## config.mk

```make
export PLATFORM = sky130hd
export DESIGN_NAME = bsl_loader
export DESIGN_NICKNAME = d
export VERILOG_FILES = /design/src/core/bsl_pkg.sv /design/src/core/bsl_loader.sv /design/src/core/bsl_hdr_shift.sv
export SDC_FILE = /design/constraint.sdc
export NUM_CORES = 1
export LEC_CHECK = 0
export BUFFER_PORTS_ARGS = -buffer_cell sky130_fd_sc_hd__buf_2
export CORE_UTILIZATION = 48
export CTS_CLUSTER_SIZE = 30
export DETAILED_ROUTE_END_ITERATION = 8
export PLACE_DENSITY = 0.76
export SYNTH_ARGS = -nofsm -noshare
export SYNTH_HDL_FRONTEND = slang
export SYNTH_HIERARCHICAL = 1
export SYNTH_SLANG_ARGS = --single-unit
```

## constraint.sdc

```tcl
create_clock -name clk -period 12.8 [get_ports clk]
set_input_delay 1.92 -clock clk [delete_from_list [all_inputs] [get_ports clk]]
set_output_delay 1.92 -clock clk [all_outputs]
set_load 0.05 [all_outputs]
```

## src/core/bsl_pkg.sv

```systemverilog
package bsl_pkg;
    localparam int          HDR_BYTES         = 10;
    localparam int          ADDR_BYTES        = 4;
    localparam int          CNT_BYTES         = 4;
    localparam int          FLAG_BYTES        = 2;
    localparam int          SKIP_BOOT_POS     = 4;
    localparam logic [31:0] IMEM_START_A      = 32'hffa0_0000;
    localparam logic [31:0] IMEM_START_B      = 32'hffa0_8000;
    localparam logic [31:0] TWI_BUF_LO        = 32'h0000_3f00;
    localparam logic [31:0] TWI_BUF_HI        = 32'h0000_3fff;
    localparam int          PAUSE_PIN_LSB     = 5;
    localparam int          PAUSE_PIN_MSB     = 10;
    localparam int          FLG_ZERO_POS      = 0;
    localparam int          FLG_PTYPE_POS     = 1;
    localparam int          FLG_INIT_POS      = 3;
    localparam int          FLG_IGNORE_POS    = 4;
    localparam int          FLG_COMP_POS      = 13;
    localparam int          FLG_LAST_POS      = 15;
    localparam logic [7:0]  REG_CTRL          = 8'h00;
    localparam logic [7:0]  REG_STATUS        = 8'h04;
    localparam logic [7:0]  REG_RESET_CFG     = 8'h08;
    localparam logic [7:0]  REG_HANDOFF       = 8'h0c;
    localparam logic [7:0]  REG_FLAGS         = 8'h10;
    localparam logic [7:0]  REG_BLOCKS        = 8'h14;
    localparam logic [31:0] CTRL_RESET        = 32'h0000_0000;
    localparam logic [31:0] RESET_CFG_RESET   = 32'h0000_0000;
    localparam logic [1:0]  HTRANS_NONSEQ     = 2'b10;

    typedef enum logic [3:0] {
        BSL_IDLE   = 4'b0000,
        BSL_CHECK  = 4'b0001,
        BSL_HDR    = 4'b0011,
        BSL_DECODE = 4'b0010,
        BSL_BODY   = 4'b0110,
        BSL_ZERO   = 4'b0111,
        BSL_SKIP   = 4'b0101,
        BSL_CALL   = 4'b0100,
        BSL_JUMP   = 4'b1100,
        BSL_DONE   = 4'b1101
    } bsl_state_t;
endpackage

```

## src/core/bsl_loader.sv

```systemverilog
`timescale 1ns/1ps
// Summary of operation
// - after reset, software reset checks skip bit 4
// - skip bit set jumps straight to imem
// - processor-type flag picks hand-off start address
// - each block opens with a 10-byte header
// - header is address, count, then flag word
// - zero-fill writes count zeros, reads no body
// - init block loaded, called, then parsing resumes
// - compressed block body holds packed data
// - last block loaded, then jump to imem
// - hand-off keeps supervisor at chosen priority level
// - twi buffer data only in final block
// - stream begins straight with first header
// - flag bits 10:5 name the host pause pin
module bsl_loader
    import bsl_pkg::*;
#(
    parameter int          ADDR_W    = 32,
    parameter logic        LOW_PRIO  = 1'b1
)(
    input  wire logic        clk,
    input  wire logic        sys_rst,
    // boot-time straps and events
    input  wire logic        soft_reset,
    input  wire logic        twi_mode,
    // stream from the boot source
    input  wire logic [7:0]  src_data,
    input  wire logic        src_valid,
    output logic             src_ready,
    output logic             host_pause_pin,
    output logic      [5:0]  host_pause_sel,
    // memory write port
    output logic      [31:0] mem_addr,
    output logic      [7:0]  mem_wdata,
    output logic             mem_we,
    input  wire logic        mem_ready,
    // processor hand-off
    output logic             call_req,
    output logic      [31:0] call_addr,
    input  wire logic        call_return,
    output logic             jump_req,
    output logic      [31:0] jump_addr,
    output logic             lowest_priority_level,
    output logic             comp_seen,
    // ahb-lite slave
    input  wire logic        hsel,
    input  wire logic [31:0] haddr,
    input  wire logic [1:0]  htrans,
    input  wire logic        hwrite,
    input  wire logic [2:0]  hsize,
    input  wire logic [31:0] hwdata,
    input  wire logic        hready,
    output logic      [31:0] hrdata,
    output logic             hreadyout,
    output logic             hresp
);
    typedef struct packed {
        bsl_state_t  st;
        logic        started;
        logic [31:0] ctrl;
        logic [31:0] reset_config_register;
        logic [31:0] addr;
        logic [31:0] remain;
        logic [15:0] flags;
        logic [15:0] blocks;
        logic        src_ready;
        logic        pause;
        logic [5:0]  pause_sel;
        logic [31:0] mem_addr;
        logic [7:0]  mem_wdata;
        logic        mem_we;
        logic        call_req;
        logic [31:0] call_addr;
        logic        jump_req;
        logic [31:0] jump_addr;
        logic        low_prio;
        logic        comp_seen;
        logic        twi_err;
        logic        ap_valid;
        logic        ap_write;
        logic [7:0]  ap_addr;
        logic [31:0] hrdata;
    } bsl_regs_t;

    bsl_regs_t r;
    bsl_regs_t next_r;

    logic [1:0]  srst_sync;
    logic [1:0]  twi_sync;
    logic        hdr_clear;
    logic        hdr_load;
    logic [31:0] h_addr;
    logic [31:0] h_count;
    logic [15:0] h_flags;
    logic [3:0]  h_nbytes;
    logic        take;
    logic        wr_done;
    logic [31:0] start_addr;
    logic [31:0] status;

    // straps come from another domain, two flops before use
    always_ff @(posedge clk or posedge sys_rst) begin
        if (sys_rst) begin
            srst_sync <= 2'b00;
            twi_sync  <= 2'b00;
        end else begin
            srst_sync <= {srst_sync[0], soft_reset};
            twi_sync  <= {twi_sync[0], twi_mode};
        end
    end

    bsl_hdr_shift u_hdr (
        .clk     (clk),
        .sys_rst (sys_rst),
        .clear   (hdr_clear),
        .load    (hdr_load),
        .byte_in (src_data),
        .addr    (h_addr),
        .count   (h_count),
        .flags   (h_flags),
        .nbytes  (h_nbytes)
    );

    assign take     = r.src_ready && src_valid;
    assign wr_done  = r.mem_we && mem_ready;
    assign hdr_load = (r.st == BSL_HDR) && take;
    assign hdr_clear = (r.st == BSL_CHECK) || (r.st == BSL_DECODE);
    // variant group picked per block by the processor-type flag
    assign start_addr = r.flags[FLG_PTYPE_POS] ? IMEM_START_A : IMEM_START_B;
    assign status = {7'h00, r.call_req, r.blocks, r.twi_err, r.comp_seen,
                     r.low_prio, r.jump_req, r.st};

    always_comb begin
        next_r          = r;
        next_r.call_req = r.call_req;
        next_r.hrdata   = r.hrdata;
        // writes complete before anything else touches memory
        if (wr_done) begin
            next_r.mem_we = 1'b0;
        end

        case (r.st)
            BSL_IDLE: begin
                if (!r.started) begin
                    next_r.started = 1'b1;
                    next_r.st      = BSL_CHECK;
                end
            end
            BSL_CHECK: begin
                next_r.low_prio = LOW_PRIO;
                // first decision after reset
                if (srst_sync[1] && r.reset_config_register[SKIP_BOOT_POS]) begin
                    next_r.st = BSL_JUMP;
                end else begin
                    // stream opens with a header, no global prefix
                    next_r.st        = BSL_HDR;
                    next_r.src_ready = 1'b1;
                end
            end
            BSL_HDR: begin
                // exactly ten header bytes per block
                if (take && (h_nbytes == 4'(HDR_BYTES - 1))) begin
                    next_r.src_ready = 1'b0;
                    next_r.st        = BSL_DECODE;
                end
            end
            BSL_DECODE: begin
                next_r.addr      = h_addr;
                next_r.remain    = h_count;
                next_r.flags     = h_flags;
                next_r.blocks    = r.blocks + 16'h1;
                next_r.pause_sel = h_flags[PAUSE_PIN_MSB:PAUSE_PIN_LSB];
                if (h_flags[FLG_COMP_POS]) begin
                    // body passed through unexpanded; decoder lives elsewhere
                    next_r.comp_seen = 1'b1;
                end
                if (twi_sync[1] && !h_flags[FLG_LAST_POS] && h_addr[15:0] >= TWI_BUF_LO[15:0]
                    && h_addr[15:0] <= TWI_BUF_HI[15:0]) begin
                    next_r.twi_err = 1'b1;
                end
                if (h_count == 32'h0) begin
                    next_r.st = BSL_CALL;
                end else if (h_flags[FLG_IGNORE_POS]) begin
                    next_r.st        = BSL_SKIP;
                    next_r.src_ready = !h_flags[FLG_ZERO_POS];
                end else if (h_flags[FLG_ZERO_POS]) begin
                    next_r.st = BSL_ZERO;
                end else begin
                    next_r.st        = BSL_BODY;
                    next_r.src_ready = 1'b1;
                end
            end
            BSL_BODY: begin
                // one byte in flight; stall the source until memory accepts
                if (take) begin
                    next_r.src_ready = 1'b0;
                    next_r.mem_addr  = r.addr;
                    next_r.mem_wdata = src_data;
                    next_r.mem_we    = 1'b1;
                    next_r.addr      = r.addr + 32'h1;
                    next_r.remain    = r.remain - 32'h1;
                end else if (wr_done) begin
                    if (r.remain == 32'h0) begin
                        next_r.st = BSL_CALL;
                    end else begin
                        next_r.src_ready = 1'b1;
                    end
                end
            end
            BSL_ZERO: begin
                if (!r.mem_we) begin
                    next_r.mem_addr  = r.addr;
                    next_r.mem_wdata = 8'h00;
                    next_r.mem_we    = 1'b1;
                    next_r.addr      = r.addr + 32'h1;
                    next_r.remain    = r.remain - 32'h1;
                end else if (wr_done && r.remain == 32'h0) begin
                    next_r.st = BSL_CALL;
                end
            end
            BSL_SKIP: begin
                if (r.flags[FLG_ZERO_POS] || (take && r.remain == 32'h1)) begin
                    next_r.src_ready = 1'b0;
                    next_r.remain    = 32'h0;
                    next_r.st        = BSL_CALL;
                end else if (take) begin
                    next_r.remain = r.remain - 32'h1;
                end
            end
            BSL_CALL: begin
                // block finished: dispatch init call, hand-off, or next header
                if (r.flags[FLG_INIT_POS] && !r.flags[FLG_IGNORE_POS]) begin
                    if (!r.call_req) begin
                        next_r.call_req  = 1'b1;
                        next_r.call_addr = r.addr - r.remain - h_count;
                    end else if (call_return) begin
                        // code must return by itself, no timeout here
                        next_r.call_req = 1'b0;
                        next_r.flags    = r.flags & ~(16'h1 << FLG_INIT_POS);
                    end
                end else if (r.flags[FLG_LAST_POS]) begin
                    next_r.st = BSL_JUMP;
                end else begin
                    next_r.st        = BSL_HDR;
                    next_r.src_ready = 1'b1;
                end
            end
            BSL_JUMP: begin
                next_r.jump_req  = 1'b1;
                next_r.jump_addr = start_addr;
                next_r.st        = BSL_DONE;
            end
            BSL_DONE: begin
                next_r.jump_req = 1'b1;
            end
            default: begin
                next_r.st = BSL_IDLE;
            end
        endcase

        // ahb data phase of a captured write
        if (r.ap_valid && r.ap_write) begin
            if (r.ap_addr == REG_CTRL) begin
                next_r.ctrl = hwdata;
            end else if (r.ap_addr == REG_RESET_CFG) begin
                next_r.reset_config_register = hwdata;
            end
        end
        // ahb address phase
        next_r.ap_valid = hsel && hready && htrans[1];
        next_r.ap_write = hwrite;
        next_r.ap_addr  = haddr[7:0];
        if (hsel && hready && htrans[1] && !hwrite) begin
            if (haddr[7:0] == REG_CTRL) begin
                next_r.hrdata = r.ctrl;
            end else if (haddr[7:0] == REG_STATUS) begin
                next_r.hrdata = status;
            end else if (haddr[7:0] == REG_RESET_CFG) begin
                next_r.hrdata = r.reset_config_register;
            end else if (haddr[7:0] == REG_HANDOFF) begin
                next_r.hrdata = r.jump_addr;
            end else if (haddr[7:0] == REG_FLAGS) begin
                next_r.hrdata = {16'h0, r.flags};
            end else if (haddr[7:0] == REG_BLOCKS) begin
                next_r.hrdata = {16'h0, r.blocks};
            end else begin
                next_r.hrdata = 32'h0;
            end
        end
        // ctrl bit 0 restarts the sequence at the check state, only once the loader is done
        if (r.ctrl[0] && r.st == BSL_DONE) begin
            next_r.st       = BSL_CHECK;
            next_r.jump_req = 1'b0;
            next_r.blocks   = 16'h0;
            next_r.ctrl     = r.ctrl & ~32'h1;
        end
        // last, so a restart out of done pauses the host at once
        next_r.pause = (next_r.st != BSL_DONE) && !next_r.src_ready;
    end

    always_ff @(posedge clk or posedge sys_rst) begin
        if (sys_rst) begin
            r                       <= '0;
            r.st                    <= BSL_IDLE;
            r.ctrl                  <= CTRL_RESET;
            r.reset_config_register <= RESET_CFG_RESET;
            r.pause                 <= 1'b1;
        end else begin
            r <= next_r;
        end
    end

    assign src_ready             = r.src_ready;
    assign host_pause_pin        = r.pause;
    assign host_pause_sel        = r.pause_sel;
    assign mem_addr              = r.mem_addr;
    assign mem_wdata             = r.mem_wdata;
    assign mem_we                = r.mem_we;
    assign call_req              = r.call_req;
    assign call_addr             = r.call_addr;
    assign jump_req              = r.jump_req;
    assign jump_addr             = r.jump_addr;
    assign lowest_priority_level = r.low_prio;
    assign comp_seen             = r.comp_seen;
    assign hrdata                = r.hrdata;
    assign hreadyout             = 1'b1;
    assign hresp                 = 1'b0;
endmodule // bsl_loader

```

## src/core/bsl_hdr_shift.sv

```systemverilog
`timescale 1ns/1ps
// lsb-first byte assembler for the 10-byte block header
module bsl_hdr_shift
    import bsl_pkg::*;
(
    input  wire logic        clk,
    input  wire logic        sys_rst,
    input  wire logic        clear,
    input  wire logic        load,
    input  wire logic [7:0]  byte_in,
    output logic      [31:0] addr,
    output logic      [31:0] count,
    output logic      [15:0] flags,
    output logic      [3:0]  nbytes
);
    logic [79:0] hdr;

    always_ff @(posedge clk or posedge sys_rst) begin
        if (sys_rst) begin
            hdr    <= 80'h0;
            nbytes <= 4'h0;
        end else if (clear) begin
            nbytes <= 4'h0;
        end else if (load) begin
            // later bytes enter at the top, so byte 0 ends lowest
            hdr    <= {byte_in, hdr[79:8]};
            nbytes <= nbytes + 4'h1;
        end
    end

    // address, then count, then flag word
    assign addr  = hdr[31:0];
    assign count = hdr[63:32];
    assign flags = hdr[79:64];
endmodule // bsl_hdr_shift

```

-- Word-level counts from Yosys, hierarchy flattened
Cells that the tools add are included.
- register bits after elaboration: 413
- add/sub/neg operators: 6
- equality and inequality tests: 24
- multiplexer cells: 62
- reduce and logical (&&, ||, !) cells: 52
- bitwise gates (word level): 5
- $lt $le $gt $ge: 2
- operator list (kind ; number):
    $mux W32 ; 8
    $mux W64 ; 2
    $pmux W32 S4 ; 1
    $pmux W32 S3 ; 1
    $mux W41 ; 2
    $pmux W41 S2 ; 1
    $mux W16 ; 5
    $mux W4 ; 18
    $logic_not A32 Y1 ; 2
    $sub A32 B32 Y32 ; 2
    $pmux W4 S10 ; 1
    $mux W33 ; 1
    $add A32 B1 Y32 const B ; 1
    $eq A32 B1 Y1 const B ; 1
    $pmux W16 S2 ; 1
    $sub A32 B1 Y32 const B ; 1
    $eq A8 B4 Y1 const B ; 3
    $mux W1 ; 19
    $logic_and A1 B1 Y1 ; 17
    $add A16 B1 Y16 const B ; 1
    $eq A4 B3 Y1 const B ; 4
    $eq A8 B5 Y1 const B ; 2
    $ge A16 B14 Y1 const B ; 1
    $le A16 B14 Y1 const B ; 1
    other kinds (22) ; 55

-- Logic depth before layout (Yosys ltp)
- word-level depth: 8
- depth in mapped cells: 12
- gate-level depth less buffers: 12

-- By module
Netlist, hierarchy kept.
- by module, submodules not included (module ; area each (um^2) ; cells each ; times used ; seq. area each (um^2)):
    bsl_loader ; 17493.0 ; 1848 ; 1 ; 7483.4
    bsl_hdr_shift ; 3601.0 ; 188 ; 1 ; 2102.0

-- Worst setup path after synthesis
No wires, ideal clock.
- path kind: in2reg
- start: input haddr[5]
- end: register r, in the netlist hrdata[4]
- arrival: 3.736 ns
- setup slack: 8.982 ns
- required time: 12.717 ns
- stages: 8
- cells stage by stage: nor3_1 -> nand2_1 -> or2_2 -> clkbuf_1 -> nor3_1 -> clkbuf_1 -> a222oi_1 -> o21ai_0
- cells in the longest elaborated chain, start to end: 7
- elaborated cells on any way between the ends: 12
- ends and longest elaborated chain (element ; line ; text):
    from (decl) ; bsl_loader.sv:48 ; input wire logic [31:0] haddr,
    $eq A8 B5 Y1 ; bsl_loader.sv:285 ; end else if (haddr[7:0] == REG_BLOCKS) begin
    $mux W16 ; bsl_loader.sv:285 ;
    $mux W16 ; bsl_loader.sv:283 ; end else if (haddr[7:0] == REG_FLAGS) begin
    $mux W32 ; bsl_loader.sv:281 ; end else if (haddr[7:0] == REG_HANDOFF) begin
    $mux W32 ; bsl_loader.sv:279 ; end else if (haddr[7:0] == REG_RESET_CFG) begin
    $mux W32 ; bsl_loader.sv:277 ; end else if (haddr[7:0] == REG_STATUS) begin
    $mux W32 (*) ; bsl_loader.sv:275 ; if (haddr[7:0] == REG_CTRL) begin
    to (signal assigned) ; bsl_loader.sv:310 ; r <= next_r;
    to (decl) ; bsl_loader.sv:86 ; bsl_regs_t r;
Every way passes the cells marked *; elsewhere a longest branch is shown, timed or not.
A chain may end at the register's enable or synchronous reset.

-- Worst setup path in the final report
- start: input src_valid
- end: register u_hdr.hdr[46]
- cells in the longest elaborated chain, start to end: 3
- ends and longest elaborated chain (element ; line ; text):
    from (decl) ; bsl_loader.sv:29 ; input wire logic src_valid,
    $logic_and A1 B1 Y1 ; bsl_loader.sv:125 ; assign take = r.src_ready && src_valid;
    $logic_and A1 B1 Y1 ; bsl_loader.sv:127 ; assign hdr_load = (r.st == BSL_HDR) && take;
    net hdr_load ; bsl_loader.sv:92 ; logic hdr_load;
    $reduce_and A2 Y1 (no line) ; n/a ;
    to (signal assigned) ; bsl_hdr_shift.sv:26 ; hdr <= {byte_in, hdr[79:8]};
    to (decl) ; bsl_hdr_shift.sv:16 ; logic [79:0] hdr;
The timed path passes the listed nets, and every way through them passes these cells.

==> impl_metrics.yaml <==
synth:
  synth_cells: 2036
  yosysWarnings: 6
  synth_async_sr_flop_share: 1.00
  synth.avg_cell_area_um2: 10.4
  synth_top_area_frac: 0.453
  yosys.area.top_type: "dfrtp_1"
  synth_edf_count: 0
  ys_top_cells_by_area: "dfrtp_1, mux2_2, mux2_4"
  syn_area_um2: 21100
  ys_types: 81
  ys_seq_elements: 383
  synth_top_flop_cell: "dfrtp_1"
  ys_seq_area_frac: 0.454
final_layout:
  layout_common_cells: "dfrtp_1, nand2_1, buf_2, o21ai_0, a21oi_1"
  fin_area_um2: 22900
  final_common_cell: "dfrtp_1"
  area_growth_syn_to_layout_pct: 8.53
  drive_gt1_frac: 0.235
  nFillCells: 3703
  regArea_um2: 9590
  nets: 2223
  multi_input_area_um2: 9680
global_route:
  grt_max_degree: 157
  antenna_found_initial: 3
  track_usage: 0.235
  grt_overflow: 0
  grt_pass1_vias: 14946
  grt_first_pass_wirelength_um: 83200
worst_hold_path:
  hold_depth: 0
  hp-class: "reg2reg"
  hold_path_end: "srst_sync[1]"
  hp-start: "srst_sync[0]"
critical_path:
  reg2reg_to: "call_addr[31]"
  cp-start-kind: "primary input"
  cp_data_arrival_time_ns: 4.77
  crit_required_ns: 13.23
  crit_type: "in2reg"
  cp-end-kind: "register"
  crit_fanout: 58
  r2r-start: "r[196]"
  worst_r2r_path_depth: 11
  r2r_slack_ns: 8.87
drt:
  top_layer: "met5"
  wl_met1_um: 23600
  drt-total-wl_um: 52300
  dr_wl_met2_um: 23500
  met3_wirelength_um: 3810
  firstDrtPassIters: 8
  initialDrtViolationCount: 1322
  ant_nets: 0
  vias: 15452
  wl_per_cell_um: 19.5
  drc: 0
  via_per_inst: 5.75
clock_tree:
  insertion_delay_ns: 0.55
  clock-root-buffer: "clkbuf_16"
  cts_buffers: 42
  cts_setup_buffers: 0
  cts_resized: 0
  clk_pin_slew_ns: 0.06
  cts_tree: "yes"
  cts_hold_buffers: 0
  clockBufferDepth: 3
  htreeDepth: 2
  cts_sinks: 383
timing:
  tns_ns: 0
  skew_ns: 0.0109
  worstMarginPinSlew_ns: 1.25
  period_share: 0.339
  rsz0062_at_grt: "no"
  final_max_slew_viol_count: 0
  relSlewSlack: 0.165
  final.min_clock_period_ns: 4.34
  hold_viol: 0
  fmax_mhz: 231
  finalSetupViolCount: 0
status:
  outcome: "completed"
floorplan:
  start_util: 0.489
  row_count: 76
  die_x_um: 212
  die_y_um: 212
  die-area_um2: 44800
  io_pins: 238
  design.core.area_um2: 43200
placement:
  hpwl_um: 37000
  gp_congestion: 0.894
  portBuffers: 186
  place_area_um2: 21400
job:
  maxCapViolCount: 0
-- stage by stage --
stage | setup WS, ns | std cells | utilization | hold WS [ns]
3_3_place_gp | 7.98 | 2607 | 0.497 | 0.340
5_1_grt | 8.33 | 2685 | 0.530 | 0.370
6_report | 8.46 | 2686 | 0.530 | 0.347
3_5_place_dp | 7.93 | 2607 | 0.497 | 0.336
4_1_cts | 8.50 | 2684 | 0.530 | 0.349
2_1_floorplan | 2.62 | 2057 | - | 0.331
-- cell usage after synthesis, drive strengths merged (9+ instances only) --
master and count:
a31oi 15, dfrtp 382, nand4 23, xnor2 17
ha 39, o21a 10, a22oi 12, mux2i 16
clkbuf 76, a21o 15, nand2b 14, and3 17
o31ai 11, mux2 191, nor2b 15, nand2 203
nor2 127, nand3 41, inv 93, and2 9
nor4 27, o22ai 10, xor2 23, fa 31
nor3 33, a22o 17, a21oi 129, buf 165
o21ai 156, a222oi 12
-- routing by layer --
metal  vias up  track usage
li1       7068            -
met3       110       0.0448
met4         4       0.0720
met2       576        0.354
met5         -            0
met1      7694        0.341
-- final cells by class --
cell class	count	area share
clock inverter	11	0.00831
clock buffer	66	0.0547
tap	585	0.0320
inverter	93	0.0156
multi-input combinational	1340	0.423
antenna	2	0.000219
timing repair buffer	206	0.0478
sequential	383	0.419
-- registers in the layout (all words and copies together), names as in the netlist --
name	flops
comp_seen	1
mem_addr	32
srst_sync	2
lowest_priority_level	1
host_pause_pin	1
call_addr	32
u_hdr/nbytes	4
src_ready	1
hrdata	32
mem_we	1
r	176
mem_wdata	8
jump_addr	2
call_req	1
twi_sync	2
host_pause_sel	6
u_hdr/hdr	80
jump_req	1
-- kinds of logic (layout without fill, tap and decap cells) --
logic type	after synthesis	after routing	synth area share
buffers and inverters	334	376	0.0926
xor gates and xnor gates	40	40	0.0166
DFF	383	383	0.454
other	2	25	0.000356
and+or+nand+nor	542	542	0.122
adders and majority gates	70	70	0.0526
muxes	210	210	0.127
AOI/OAI and AO/OA	455	455	0.134
-- how the worst max path moves through the flow --
stage                         start             to  slack [ns]  cells past startpoint
final                     src_valid  u_hdr/hdr[46]        8.46                      6
after global routing      src_valid  u_hdr/hdr[46]        8.33                      6
after CTS                 src_valid  u_hdr/hdr[19]        8.50                      6
after detailed placement  src_valid  u_hdr/hdr[46]        7.93                      6
after global placement    src_valid   u_hdr/hdr[4]        7.98                      6
after floorplan             sys_rst   call_addr[0]        2.62                      1
-- critical path, stage by stage --
cell and delay (ns):
buf_2 0.09, and2_1 0.23, and3_1 0.34, nor2b_4 0.80
buf_4 0.94, mux2_4 0.36
Power is not shown: default switching activity piles up to over one toggle a cycle in this logic, so the estimate is an artifact.
